<file path="src/core/fsmr_pkg.sv">
// Purpose: Shared constants and types for the program-store control and external-move router
// Assumes: Special-function registers are reached over the core's SFR port at byte addresses
// Notes:   One clock domain; all counts are in system clock cycles
package fsmr_pkg;

  // Special-function register addresses
  localparam logic [7:0] FSMR_PSC_ADDR   = 8'h8f;
  localparam logic [7:0] FSMR_FRT_ADDR   = 8'hb6;
  localparam logic [7:0] FSMR_PAGE_ADDR  = 8'haa;
  localparam logic [7:0] FSMR_CFG_ADDR   = 8'h85;

  // Reset values
  localparam logic [7:0] FSMR_PSC_RST    = 8'h00;
  localparam logic [7:0] FSMR_FRT_RST    = 8'h80;
  localparam logic [7:0] FSMR_PAGE_RST   = 8'h00;
  localparam logic [7:0] FSMR_CFG_RST    = 8'h00;

  // Field positions
  localparam int FSMR_WREN_BIT    = 0;
  localparam int FSMR_ERASE_BIT   = 1;
  localparam int FSMR_RTIME_BIT   = 4;
  localparam int FSMR_ONESHOT_BIT = 7;
  localparam int FSMR_FAE_BIT   = 6;

  // Writable masks; reserved bits read zero
  localparam logic [7:0] FSMR_PSC_MASK   = 8'h03;
  localparam logic [7:0] FSMR_FRT_MASK   = 8'h90;
  localparam logic [7:0] FSMR_CFG_MASK   = 8'h40;

  // Data-space windows
  localparam logic [15:0] FSMR_FIFO_LO   = 16'h0400;
  localparam logic [15:0] FSMR_FIFO_HI   = 16'h07ff;
  localparam logic [15:0] FSMR_RAM4K_TOP = 16'h0fff;
  localparam logic [15:0] FSMR_RAM2K_TOP = 16'h07ff;

  // Flash sense time in clock cycles when the one-shot is off
  localparam int FSMR_SENSE_CYC = 1;

  // Destination of an external-move access
  typedef enum logic [2:0] {
    FSMR_DST_RAM,
    FSMR_DST_FIFO,
    FSMR_DST_EXT,
    FSMR_DST_FLASH_WR,
    FSMR_DST_FLASH_ER,
    FSMR_DST_NONE
  } fsmr_dst_e;

  // External-move request from the core
  typedef struct packed {
    logic        valid;
    logic        write;
    logic        short_addr;
    logic [15:0] addr;
    logic [7:0]  wdata;
  } fsmr_move_s;

  // Routed access toward memories
  typedef struct packed {
    logic [2:0]  dst;
    logic [15:0] addr;
    logic [7:0]  wdata;
    logic        write;
  } fsmr_route_s;

endpackage : fsmr_pkg

</file>
<file path="src/core/fsmr_core.sv">
// Purpose: Program-store control, flash read timing and external-move routing
// Assumes: Core presents one SFR access or one move per cycle, synchronous to clk
// Notes:   Routed outputs are registered and valid one cycle after the request
`timescale 1ns/1ns

////////////////////////////////////////////////////////////////////////////////
// Summary of operation
// RL1: Read one-shot enable bit, 0 off, 1 on
// RL2: One-shot off: sense amps on a full cycle
// RL3: Software picks smallest read-time select for clock
// RL4: Move writes may be redirected to flash
// RL5: No redirection: moves go to data RAM
// RL6: Short-address moves take upper byte from page
// RL7: On-chip RAM mapped into external data space
// RL8: FIFO RAM optionally mapped into data space
// RL9: FIFO enable maps 0x0400-0x07FF to FIFO
// RL10: Forbidden flash page access raises error reset
// RL11: Write enable programs; with erase, erases page
module fsmr_core #(
  parameter int RAM_KB      = 4,
  parameter int PAGE_BITS   = 9,
  parameter int FLASH_KB    = 64
) (
  // Clock and reset
  input  wire logic                clk,
  input  wire logic                rstn,
  // SFR port
  input  wire logic                sfr_wr,
  input  wire logic                sfr_rd,
  input  wire logic [7:0]          sfr_addr,
  input  wire logic [7:0]          sfr_wdata,
  output logic      [7:0]          sfr_rdata,
  output logic                     sfr_hit,
  // External-move request from the core
  input  fsmr_pkg::fsmr_move_s     move,
  input  wire logic [7:0]          reg_low,
  // Flash access policy from the lock logic
  input  wire logic                page_forbidden,
  // Flash read strobe from the fetch path
  input  wire logic                flash_rd,
  // Routed access and status
  output fsmr_pkg::fsmr_route_s    route,
  output logic                     route_valid,
  output logic                     sense_en,
  output logic                     read_time_sel,
  output logic                     flash_err_rst
);
  import fsmr_pkg::*;

  // Parameter checks at elaboration; FLASH_KB and PAGE_BITS only bound the variants
  if (RAM_KB != 4 && RAM_KB != 2) begin : g_ram_chk
    $error("RAM_KB must be 2 or 4");
  end
  if (PAGE_BITS < 1 || PAGE_BITS > 15) begin : g_page_chk
    $error("PAGE_BITS out of range");
  end
  if (FLASH_KB != 64 && FLASH_KB != 32) begin : g_flash_chk
    $error("FLASH_KB must be 32 or 64");
  end

  // Top of on-chip RAM for this variant
  localparam logic [15:0] RAM_TOP = (RAM_KB == 4) ? FSMR_RAM4K_TOP : FSMR_RAM2K_TOP;

  ////////////////////////////////////////////////////////////////////////////
  // Register file
  logic [7:0] psc_r, psc_nxt;
  logic [7:0] frt_r, frt_nxt;
  logic [7:0] page_r, page_nxt;
  logic [7:0] cfg_r, cfg_nxt;

  // Next values of the SFRs
  always_comb begin
    psc_nxt  = psc_r;
    frt_nxt  = frt_r;
    page_nxt = page_r;
    cfg_nxt  = cfg_r;
    // Unknown addresses leave every register as it was
    if (sfr_wr) begin
      if (sfr_addr == FSMR_PSC_ADDR) begin
        psc_nxt = sfr_wdata & FSMR_PSC_MASK;
      end else if (sfr_addr == FSMR_FRT_ADDR) begin
        frt_nxt = sfr_wdata & FSMR_FRT_MASK; // RL1
      end else if (sfr_addr == FSMR_PAGE_ADDR) begin
        page_nxt = sfr_wdata;
      end else if (sfr_addr == FSMR_CFG_ADDR) begin
        cfg_nxt = sfr_wdata & FSMR_CFG_MASK;
      end
    end
  end

  // SFR storage
  always_ff @(posedge clk or negedge rstn) begin
    if (!rstn) begin
      psc_r  <= FSMR_PSC_RST;
      frt_r  <= FSMR_FRT_RST;
      page_r <= FSMR_PAGE_RST;
      cfg_r  <= FSMR_CFG_RST;
    end else begin
      psc_r  <= psc_nxt;
      frt_r  <= frt_nxt;
      page_r <= page_nxt;
      cfg_r  <= cfg_nxt;
    end
  end

  // Read decode, unmapped reads return zero with no hit
  always_comb begin
    sfr_rdata = 8'h00;
    sfr_hit   = 1'b0;
    if (sfr_rd) begin
      if (sfr_addr == FSMR_PSC_ADDR) begin
        sfr_rdata = psc_r;
        sfr_hit   = 1'b1;
      end else if (sfr_addr == FSMR_FRT_ADDR) begin
        sfr_rdata = frt_r;
        sfr_hit   = 1'b1;
      end else if (sfr_addr == FSMR_PAGE_ADDR) begin
        sfr_rdata = page_r;
        sfr_hit   = 1'b1;
      end else if (sfr_addr == FSMR_CFG_ADDR) begin
        sfr_rdata = cfg_r;
        sfr_hit   = 1'b1;
      end
    end
  end

  // Control bits picked out of the registers
  logic store_write_enable;
  logic store_erase_enable;
  logic read_one_shot_enable;
  logic fifo_access_enable;
  assign store_write_enable   = psc_r[FSMR_WREN_BIT];
  assign store_erase_enable   = psc_r[FSMR_ERASE_BIT];
  assign read_one_shot_enable = frt_r[FSMR_ONESHOT_BIT];
  assign fifo_access_enable   = cfg_r[FSMR_FAE_BIT];
  assign read_time_sel        = frt_r[FSMR_RTIME_BIT]; // RL3

  ////////////////////////////////////////////////////////////////////////////
  // Flash sense-amp timing
  // Strobe of the previous cycle
  logic sense_r, sense_nxt;

  // Every read is remembered, so a switch-off of the one-shot still stretches it
  always_comb begin
    sense_nxt = 1'b0;
    if (flash_rd) begin
      sense_nxt = (FSMR_SENSE_CYC != 0); // RL2
    end
  end

  // Sense history register
  always_ff @(posedge clk or negedge rstn) begin
    if (!rstn) begin
      sense_r <= 1'b0;
    end else begin
      sense_r <= sense_nxt;
    end
  end

  // One-shot on follows the strobe; off holds the amps a full extra cycle
  assign sense_en = read_one_shot_enable ? flash_rd : (sense_r | flash_rd); // RL1 RL2

  ////////////////////////////////////////////////////////////////////////////
  // External-move routing
  // Registered route, its strobe and the error pulse
  fsmr_route_s route_r, route_nxt;
  logic        rvalid_r, rvalid_nxt;
  logic        err_r, err_nxt;
  logic [15:0] eff_addr;

  // Effective address, page byte over the low register byte
  assign eff_addr = move.short_addr ? {page_r, reg_low} : move.addr; // RL6

  // Pick the destination of each move
  always_comb begin
    route_nxt       = route_r;
    rvalid_nxt      = 1'b0;
    err_nxt         = 1'b0;
    if (move.valid) begin
      rvalid_nxt      = 1'b1;
      route_nxt.addr  = eff_addr;
      route_nxt.wdata = move.wdata;
      route_nxt.write = move.write;
      // Flash operations outrank every data-space window
      if (move.write && store_write_enable) begin
        if (page_forbidden) begin
          route_nxt.dst = FSMR_DST_NONE;
          err_nxt       = 1'b1; // RL10
        end else if (store_erase_enable) begin
          route_nxt.dst = FSMR_DST_FLASH_ER; // RL11
        end else begin
          route_nxt.dst = FSMR_DST_FLASH_WR; // RL4 RL11
        end
      end else if (fifo_access_enable && eff_addr >= FSMR_FIFO_LO && eff_addr <= FSMR_FIFO_HI) begin
        route_nxt.dst = FSMR_DST_FIFO; // RL8 RL9
      end else if (eff_addr <= RAM_TOP) begin
        route_nxt.dst = FSMR_DST_RAM; // RL5 RL7
      end else begin
        route_nxt.dst = FSMR_DST_EXT; // RL5
      end
    end
  end

  // Route registers
  always_ff @(posedge clk or negedge rstn) begin
    if (!rstn) begin
      route_r  <= '0;
      rvalid_r <= 1'b0;
      err_r    <= 1'b0;
    end else begin
      route_r  <= route_nxt;
      rvalid_r <= rvalid_nxt;
      err_r    <= err_nxt;
    end
  end

  // Registered outputs
  assign route         = route_r;
  assign route_valid   = rvalid_r;
  assign flash_err_rst = err_r;

endmodule : fsmr_core

</file>
<file path="config.mk">
export PLATFORM = sky130hd
export DESIGN_NAME = fsmr_core
export DESIGN_NICKNAME = d
export VERILOG_FILES = /design/src/core/fsmr_pkg.sv /design/src/core/fsmr_core.sv
export SDC_FILE = /design/constraint.sdc
export NUM_CORES = 1
export LEC_CHECK = 0
export BUFFER_PORTS_ARGS = -buffer_cell sky130_fd_sc_hd__buf_2
export CORE_UTILIZATION = 49
export CTS_CLUSTER_SIZE = 8
export DETAILED_ROUTE_END_ITERATION = 7
export PLACE_DENSITY_LB_ADDON = 0.1
export SYNTH_ARGS = -nofsm -noshare
export SYNTH_HDL_FRONTEND = slang
export SYNTH_SLANG_ARGS = --single-unit
</file>
<file path="constraint.sdc">
create_clock -name clk -period 4.2 [get_ports clk]
set_clock_uncertainty 0.05 [all_clocks]
set_input_delay 0.21 -clock clk [delete_from_list [all_inputs] [get_ports clk]]
set_output_delay 0.21 -clock clk [all_outputs]
set_load 0.02 [all_outputs]
</file>
==> metrics.md, run 1 <==
| Metric | Value |
|---|---|
| Status | `complete, but fails checks` |
| Failing checks | `hold timing` |
| CTS clk-pin slew, worst paths | `approximately 80 ps` |
| I/O Pins | `98` |
| Top post-synthesis cells by area | `dfrtp_1 52%, mux2_2 12%, mux2i_1 8.3%, a21oi_1 4.1%, nor2_1 3.8%` |
| Final Worst Setup Slack | `between 2000 and 2500 ps` |
| GPL Wtd Cong | `0.755` |
| Initial antenna violation count | `0` |
| Finish-stage setup viols | `0` |
| Drt pass-1 iters | `4` |
| CTS tree | `done` |
| # hold bufs at CTS | `1` |
| DIE HEIGHT | `66.7 um` |
| Flop-to-flop setup slack | `2700 ps` |
| Initial detailed-routing violation count | `76` |
| Internal power | `0.659 mW` |
| Fin. max-slew vios | `0` |
| # DRC | `0` |
| Tightest Pin Transition | `around 950 ps` |
| GRT met3 Usage | `4.11%` |
| Crit Path Class | `primary input to primary output` |
| Setup Buffers After CTS | `0` |
| Htree depth | `2` |
| PortBufs | `97` |
| Layout Area Growth over Synthesis | `30.1%` |
| Commonest cells in the netlist | `43 x dfrtp_1, 22 x mux2_2, 21 x nor2_1, 17 x a21oi_1, 17 x mux2i_1` |
| Register area share after synthesis | `53.8%` |
| Synthesized flop and latch total | `44` |
| Remaining global-route overflow | `0` |
| Setup TNS | `0 ps` |
| Share of the synthesized area in the top cell type | `52.5%` |
| EDFF count, synth | `0` |
| Latest clock arrival within the worst-skew pair | `290 ps` |
| Count leader, synth | `dfrtp_1` |
| Sink Count | `44` |
| Finished Core Util | `66.7%` |
| Layout cells sized above 1 | `48.0%` |
| Slew Limit Headroom | `roughly 37%` |
| Synth Net Count | `about 230` |
| Comb power frac | `18.1%` |
| Mapped Area | `2050 um^2` |
| DIE AREA | `4450 um^2` |
| Largest net degree at the start of global routing | `49` |
| Gate Count Post-Synth | `176` |
| P_sw | `0.255 mW` |
| RSZ-0062 raised after global routing | `no` |
| Sw Share | `27.9%` |
| Total CTS buffers | `5` |
| Hold Path Class | `primary input to asynchronous set/reset pin` |
| Rows | `23` |
| Yosys warnings | `0` |
| Number of library cell types mapped by synthesis | `35` |
| Via/cell ratio | `5.17` |
| GRT met2 Usage | `a little under two fifths` |
| Number of global-route vias before repair | `1612` |
| Final Non-Filler Cells | `between 300 and 400` |
| Total Wirelength | `4380 um` |
| Syn Area/Cell | `11.7 um^2` |
| Resized Gates After CTS | `0` |
| Wire length per cell | `13.5 um` |
| Min cycle time layout | `1840 ps` |
| Async S/R FF share, synth | `100%` |
| Fmax | `543 MHz` |
| Synth area leader | `dfrtp_1` |
| Ys flop type | `dfrtp_1` |
| M1 GR Usage | `24.7%` |
| Die width | `around 67 um` |
| Antenna diodes | `0` |
| First-pass GRT wire length | `7000 um` |
| PD cells | `343 nW/um^2` |
| Root Buffer | `clkbuf_8` |
| Final Power | `0.914 mW` |
| Critical Path Source Type | `primary input` |
| All-Layer GR Usage | `about a fifth` |
| Peak supply drop | `0.266 mV` |
| Max_cap viols | `0` |
| Routed vias | `roughly 1.7k` |
| Required time worst endpoint | `3940 ps` |
| GRT busiest layer | `met2` |
| Antenna Violating Nets Remaining | `0` |
| Setup WS pre-CTS | `approximately 2300 ps` |
| Final Cell Area | `2670 um^2` |
| Leak | `1.37 nW` |
| Fin Hold WS | `-6.14 ps` |
| Detailed Place HPWL | `3230 um` |
| Worst setup EP type | `primary output` |
| Crit share post-route | `43.9%` |
| Initial Utilization | `51.3%` |
| Seq pwr share | `between 50% and 60%` |
| Worst Path Max Fanout | `8` |
| Dpl cell area | `2560 um^2` |
| Final hold vios | `3` |
| Placed Cells | `316` |
| Clk buf depth | `2` |
| Core area | `4000 um^2` |
| Clock Power Share | `a little under a third` |
| CP arrival | `1580 ps` |
| Nets | `331` |
## cells by family (layout without fill, tap and decap cells)
logic type | Yosys count | count (layout) | share of synthesized area, %
DFF | 44 | 44 | 53.8
AOI/OAI and AO/OA | 31 | 31 | 8.91
buffers and inverters | 12 | 111 | 2.62
and+or+nand+nor | 50 | 50 | 14.3
muxes | 39 | 39 | 20.4
## path summary, 6_finish.rpt
kind / from / to / cells after the start
min: rstn / route[1]$_DFFE_PN0P_ / 1
min in group clk: move[1] / route[2]$_DFFE_PN0P_ / 2
min reg2reg: route[2]$_DFFE_PN0P_ / route[2]$_DFFE_PN0P_ / 1
max: sfr_addr[6] / sfr_rdata[5] / 6
max reg2reg: page_r[7]$_DFFE_PN0P_ / route[25]$_DFFE_PN0P_ / 4
max in group asynchronous: rstn / route[25]$_DFFE_PN0P_ / 1
## power by group through the flow
| stage | Sequential [mW] | Combinational [mW] | Clock, mW |
|---|---|---|---|
| floorplan | 0.515 | 0.0582 | 0 |
| global placement | 0.481 | 0.165 | 0 |
| detailed placement | 0.482 | 0.167 | 0 |
| CTS | 0.474 | 0.168 | 0.286 |
| global route | 0.478 | 0.181 | 0.300 |
| finish | 0.473 | 0.165 | 0.275 |
## placed cells by master, fill, tap and decap left out, drive strengths merged, types with 2 or more instances in the layout
cell type / n
nand2b: 3
nor3: 4
a21oi: 17
nor2: 21
a22oi: 4
nand3b: 3
mux2i: 17
nand2: 5
nor4: 2
and2: 4
dfrtp: 43
and3b: 2
buf: 97
inv: 5
o21ai: 4
mux2: 22
nor2b: 2
clkbuf: 7
## critical path, cell delays in order
cell	delay [ps]
buf_2	90
nand2b_4	160
nor4_4	500
and3b_1	300
and2_1	160
buf_2	160
## area by class of cell
class	count	area [um^2]
clock buffer	7	86.3
fill	340	1330
multi-input combinational	120	895
clock inverter	1	7.51
inverter	5	18.8
sequential	44	1100
tap	50	62.6
timing repair buffer	98	495
## per-layer routing
metal / wire [um] / vias up / part of all wire [%]
met5: 0 / - / 0
met3: 233 / 4 / 5.3
met1: 1860 / 800 / 43
li1: - / 823 / -
met2: 2250 / 53 / 51
met4: 34 / 0 / 0.78
## flip-flops by register name (all words and copies together) (netlist names)
signal         flops
cfg_r              1
route             28
psc_r              2
sense_r            1
page_r             8
route_valid        1
flash_err_rst      1
frt_r              2
(Power assumes the default switching activity.)
==> run 2: changes to the inputs <==
CORE_UTILIZATION = 46   (was 49)
clock period = 1.9 ns   (was 4.2 ns; I/O delays follow)
==> metrics.md, run 2 (same netlist as run 1, synthesis figures left out) <==
| Metric | Value |
|---|---|
| Status | `complete, no violations` |
| Root Buffer | `clkbuf_8` |
| Hold Path Class | `primary input to flip-flop` |
| Crit share post-route | `82.5%` |
| CP arrival | `1420 ps` |
| Total CTS buffers | `5` |
| Dpl cell area | `about 2600 um^2` |
| Routed vias | `1747` |
| Critical Path Source Type | `primary input` |
| Initial Utilization | `between 40% and 50%` |
| Seq pwr share | `roughly 52%` |
| Min cycle time layout | `1570 ps` |
| P_sw | `approximately 0.57 mW` |
| R2R depth | `4` |
| Reg-to-reg startpoint | `page_r[5]$_DFFE_PN0P_` |
| Most common cell after layout, fill and taps aside | `buf_2` |
| Final Worst Setup Slack | `333 ps` |
| Most frequent cells in the layout | `97 x buf_2, 43 x dfrtp_1, 22 x mux2_2` |
| Crit path top cell by count | `buf_2` |
| RSZ-0062 raised after global routing | `no` |
| Setup TNS | `0 ps` |
| Core area | `4140 um^2` |
| Latest clock arrival within the worst-skew pair | `between 200 and 300 ps` |
| Sink Count | `44` |
| Htree depth | `2` |
| Initial detailed-routing violation count | `102` |
| GPL Wtd Cong | `about 0.79` |
| Worst Path Max Fanout | `8` |
| Setup WS pre-CTS | `315 ps` |
| Remaining global-route overflow | `0` |
| Comb power frac | `19.9%` |
| I/O Pins | `98` |
| Initial antenna violation count | `0` |
| Flop-to-flop setup slack | `420 ps` |
| Nets | `between 300 and 400` |
| Fmax | `638 MHz` |
| Drt pass-1 iters | `4` |
| DIE AREA | `approximately 4700 um^2` |
| Finish-stage setup viols | `0` |
| Fillers | `343` |
| Final hold vios | `0` |
| Antenna Violating Nets Remaining | `0` |
| First-pass GRT wire length | `7170 um` |
| # DRC | `0` |
| R2r endpoint | `route[25]$_DFFE_PN0P_` |
| CTS tree | `done` |
| Detailed Place HPWL | `3310 um` |
| Layout Area Growth over Synthesis | `40.0%` |
| Clock Power Share | `28.2%` |
| Max_cap viols | `0` |
| Slowest cell on the critical path | `nor4_4` |
| Crit-path max cell delay | `between 500 and 600 ps` |
| DIE HEIGHT | `around 69 um` |
| Rows | `23` |
| Crit Path Class | `primary input to primary output` |
| Max FFs per register | `28` |
| Leak | `1.46 nW` |
| Worst Hold End | `flash_err_rst$_DFF_PN0_` |
| Fin. max-slew vios | `0` |
| Antenna diodes | `0` |
| Cell count of the worst hold path | `2` |
| Final Cell Area | `2870 um^2` |
| Tightest Pin Transition | `613 ps` |
| Layout cells sized above 1 | `between 40% and 50%` |
| Slew Limit Headroom | `59.2%` |
| PortBufs | `97` |
| PD cells | `around 700 nW/um^2` |
| Die width | `68.8 um` |
| Worst setup EP type | `primary output` |
| Internal power | `1.45 mW` |
| Via/cell ratio | `approximately 5.0` |
| All-Layer GR Usage | `21.1%` |
| Total Wirelength | `4700 um` |
| CP cell instances | `buf_2, nand2b_4, nor4_4, and3b_1, and2_1, buf_2` |
| Largest net degree at the start of global routing | `45` |
| Wire length per cell | `13.5 um` |
| Required time worst endpoint | `1750 ps` |
| CTS clk-pin slew, worst paths | `80 ps` |
| Hold_sp | `page_forbidden` |
| Peak supply drop | `0.451 mV` |
| Sw Share | `28.4%` |
| Clk buf depth | `2` |
| Number of global-route vias before repair | `1581` |
run 2: power groups by stage:
stage	clock [mW]	combinational [mW]	sequential [mW]
detailed placement	0	0.375	1.07
CTS	0.595	0.405	1.05
global placement	0	0.369	1.06
global route	0.632	0.440	1.06
finish	0.570	0.402	1.05
floorplan	0	0.129	1.14
run 2: routing by layer:
metal / up-vias / share of wire [%] / track usage [%]
met5: - / 0 / 0
met4: 0 / 1.4 / 8.93
met3: 7 / 6.5 / 5.10
met2: 58 / 46 / 32.1
met1: 817 / 46 / 28.7
li1: 865 / - / -
run 2: worst max-delay path by stage:
stage | end | slack [ps] | cells after the start | start
3_3_place_gp | sfr_rdata[2] | 370 | 6 | sfr_addr[6]
2_1_floorplan | sfr_rdata[6] | 450 | 4 | sfr_addr[6]
3_5_place_dp | sfr_rdata[3] | 310 | 6 | sfr_addr[6]
6_report | sfr_rdata[3] | 330 | 6 | sfr_addr[6]
4_1_cts | sfr_rdata[3] | 310 | 6 | sfr_addr[6]
5_1_grt | sfr_rdata[3] | 170 | 6 | sfr_addr[6]
run 2: what timing repair did:
action | CTS | global route
endpoints found under the hold margin | 65 | 0
buffers inserted | 0 | 0
hold buffers | 19 | 0
gates resized for setup | 0 | 0
run 2: cell type report:
class / count / area (um^2) / area share (%)
flip-flops and latches: 44 / 1100 / 38.4
multi-input cells: 120 / 895 / 31.2
repair buffers: 120 / 706 / 24.6
clock buffers: 5 / 68.8 / 2.40
well taps: 50 / 62.6 / 2.18
clock inverters: 3 / 18.8 / 0.654
inverters: 5 / 18.8 / 0.654
run 2: per-stage QoR:
stage               instances  util (%)  hold WS (ps)  total power, mW
finish                    347      69.3          21.9             2.02
global route              347      69.3          33.3             2.13
CTS                       347      69.3          12.8             2.05
detailed placement        320      62.6           159             1.44
global placement          320      62.6           158             1.43
floorplan                 176         -          -251             1.27
run 2: worst max-delay path, delay by kind of cell:
family / cells / cell delay [ps]
simple gates: 4 / 1080
buf+inv: 2 / 240
==> run 3: changes to the inputs <==
CORE_UTILIZATION = 41   (was 46)
clock period = 1.3 ns   (was 1.9 ns; I/O delays follow)
==> metrics.md, run 3 (same netlist as run 1, synthesis figures left out) <==
| Metric | Value |
|---|---|
| Status | `complete, but fails checks` |
| Failing checks | `setup timing` |
| Initial antenna violation count | `0` |
| Sw Share | `27.5%` |
| RSZ-0062 raised after global routing | `yes` |
| Htree depth | `2` |
| Drt pass-1 iters | `4` |
| Crit path launch | `page_r[7]$_DFFE_PN0P_` |
| CP cell instances | `mux2i_2, nand2_1, or4_1, a31oi_1` |
| Finish-stage setup viols | `6` |
| Root Buffer | `clkbuf_8` |
| # DRC | `0` |
| Required time worst endpoint | `roughly 1500 ps` |
| Tightest Pin Transition | `364 ps` |
| First-pass GRT wire length | `8270 um` |
| Critical Path Source Type | `flip-flop` |
| Fmax | `691 MHz` |
| Initial Utilization | `43.1%` |
| Fillers | `398` |
| Max FFs per register | `28` |
| Seq pwr share | `49.9%` |
| Worst Path Max Fanout | `2` |
| CP arrival | `1610 ps` |
| DIE HEIGHT | `about 73 um` |
| Nets | `about 380` |
| Hold Path Class | `primary input to flip-flop` |
| Antenna Violating Nets Remaining | `0` |
| Number of global-route vias before repair | `1855` |
| Total Wirelength | `5200 um` |
| Most frequent cells in the layout | `87 x buf_2, 43 x dfrtp_1, 26 x buf_4` |
| Crit share post-route | `111%` |
| Core area | `around 4800 um^2` |
| Max_cap viols | `0` |
| Final hold vios | `0` |
| I/O Pins | `between 90 and 100` |
| Die width | `72.7 um` |
| Leak | `approximately 1.6 nW` |
| All-Layer GR Usage | `20.7%` |
| Min cycle time layout | `1450 ps` |
| Total CTS buffers | `5` |
| GPL Wtd Cong | `roughly 0.78` |
| Crit Path Class | `flip-flop to flip-flop` |
| P_sw | `0.844 mW` |
| Finished Core Util | `67.8%` |
| CTS tree | `done` |
| Sink Count | `44` |
| PortBufs | `97` |
| Slowest cell on the critical path | `or4_1` |
| Antenna diodes | `0` |
| Clock Power Share | `28.2%` |
| R2R depth | `4` |
| DIE AREA | `5290 um^2` |
| Detailed Place HPWL | `~3700 um` |
| Rows | `25` |
| Layout Area Growth over Synthesis | `57.2%` |
| Remaining global-route overflow | `0` |
| Fin. max-slew vios | `0` |
| Latest clock arrival within the worst-skew pair | `290 ps` |
| Layout cells sized above 1 | `54.7%` |
| CTS clk-pin slew, worst paths | `80 ps` |
| Initial detailed-routing violation count | `61` |
| Comb power frac | `21.8%` |
| Via/cell ratio | `4.79` |
| Final Cell Area | `approximately 3200 um^2` |
| Routed vias | `1853` |
| Crit-path max cell delay | `490 ps` |
| Most common cell after layout, fill and taps aside | `buf_2` |
| R2r endpoint | `route[25]$_DFFE_PN0P_` |
| Internal power | `2.22 mW` |
| Flop-to-flop setup slack | `-150 ps` |
| PD cells | `952 nW/um^2` |
| Clk buf depth | `2` |
| Worst setup EP type | `flip-flop` |
| Worst Setup EP | `route[25]$_DFFE_PN0P_` |
| Final Worst Setup Slack | `-147 ps` |
| Reg-to-reg startpoint | `page_r[7]$_DFFE_PN0P_` |
| Peak supply drop | `0.756 mV` |
| Dpl cell area | `about 2800 um^2` |
| Largest net degree at the start of global routing | `33` |
| Wire length per cell | `13.4 um` |
| Slew Limit Headroom | `between 70% and 80%` |
## run 3: cell count changes in the layout (fill, tap and decap cells not counted), moves of 4 or more
| cell | previous run | this run |
|---|---|---|
| buf_6 | 0 | 10 |
| buf_2 | 97 | 87 |
| a22oi_2 | 0 | 4 |
| a22oi_1 | 4 | 0 |
| buf_4 | 4 | 26 |
## run 3: final cells by class
type	count	area [um^2]	area share, %
clock buffers	7	86.3	2.68
clock inverters	1	7.51	0.233
inverters	5	18.8	0.582
multi-input cells	120	972	30.2
flip-flops and latches	44	1100	34.2
well taps	67	83.8	2.60
repair buffers	143	953	29.6
## run 3: timing repair
action | in CTS | in global routing
gates resized for setup | 22 | 15
buffers inserted | 3 | 2
endpoints found under the hold margin | 67 | 0
pin swaps | 8 | 1
hold buffers | 19 | 0
gates cloned | 0 | 0
setup endpoints to repair | 9 | 12
## run 3: metrics by stage
step | hold slack [ps] | setup slack [ps] | TNS (ps) | std cells | power [mW]
after detailed placement | -59.3 | -195 | -755 | 355 | 2.15
after global routing | 8.24 | -197 | -770 | 387 | 3.23
final | 13.3 | -147 | -357 | 387 | 3.07
after floorplan | -281 | -26.9 | -26.9 | 176 | 1.85
after global placement | -58.2 | -121 | -748 | 355 | 2.14
after CTS | 6.98 | -139 | -228 | 385 | 3.09
## run 3: critical path, delay by kind of cell (launching register included)
family	cells	cell delay (ps)
and+or+nand+nor	2	580
DFF	1	410
AOI/OAI and AO/OA	1	140
muxes	1	180
## run 3: layer usage
| metal | GRT usage [%] | up-vias | part of all wire [%] |
|---|---|---|---|
| li1 | - | 912 | - |
| met1 | 25.5 | 869 | 45 |
| met2 | 35.0 | 61 | 48 |
| met3 | 4.42 | 11 | 4.6 |
| met4 | 8.93 | 0 | 2.2 |
| met5 | 0 | - | 0 |
## run 3: worst min path at each step
stage                         startpoint  cells past startpoint  slack, ps                      end
final                     page_forbidden                      2         10  flash_err_rst$_DFF_PN0_
after detailed placement            rstn                      1        -60    route[11]$_DFFE_PN0P_
after CTS                 page_forbidden                      2          7  flash_err_rst$_DFF_PN0_
after floorplan                     rstn                      0       -280     cfg_r[6]$_DFFE_PN0P_
after global routing      page_forbidden                      2          8  flash_err_rst$_DFF_PN0_
after global placement              rstn                      1        -60    route[11]$_DFFE_PN0P_
## run 3: power by group through the flow
stage	clock [mW]	sequential [mW]	combinational [mW]
2_1_floorplan	0	1.66	0.188
5_1_grt	0.957	1.55	0.725
3_5_place_dp	0	1.55	0.593
4_1_cts	0.901	1.53	0.657
6_report	0.867	1.53	0.670
3_3_place_gp	0	1.55	0.584
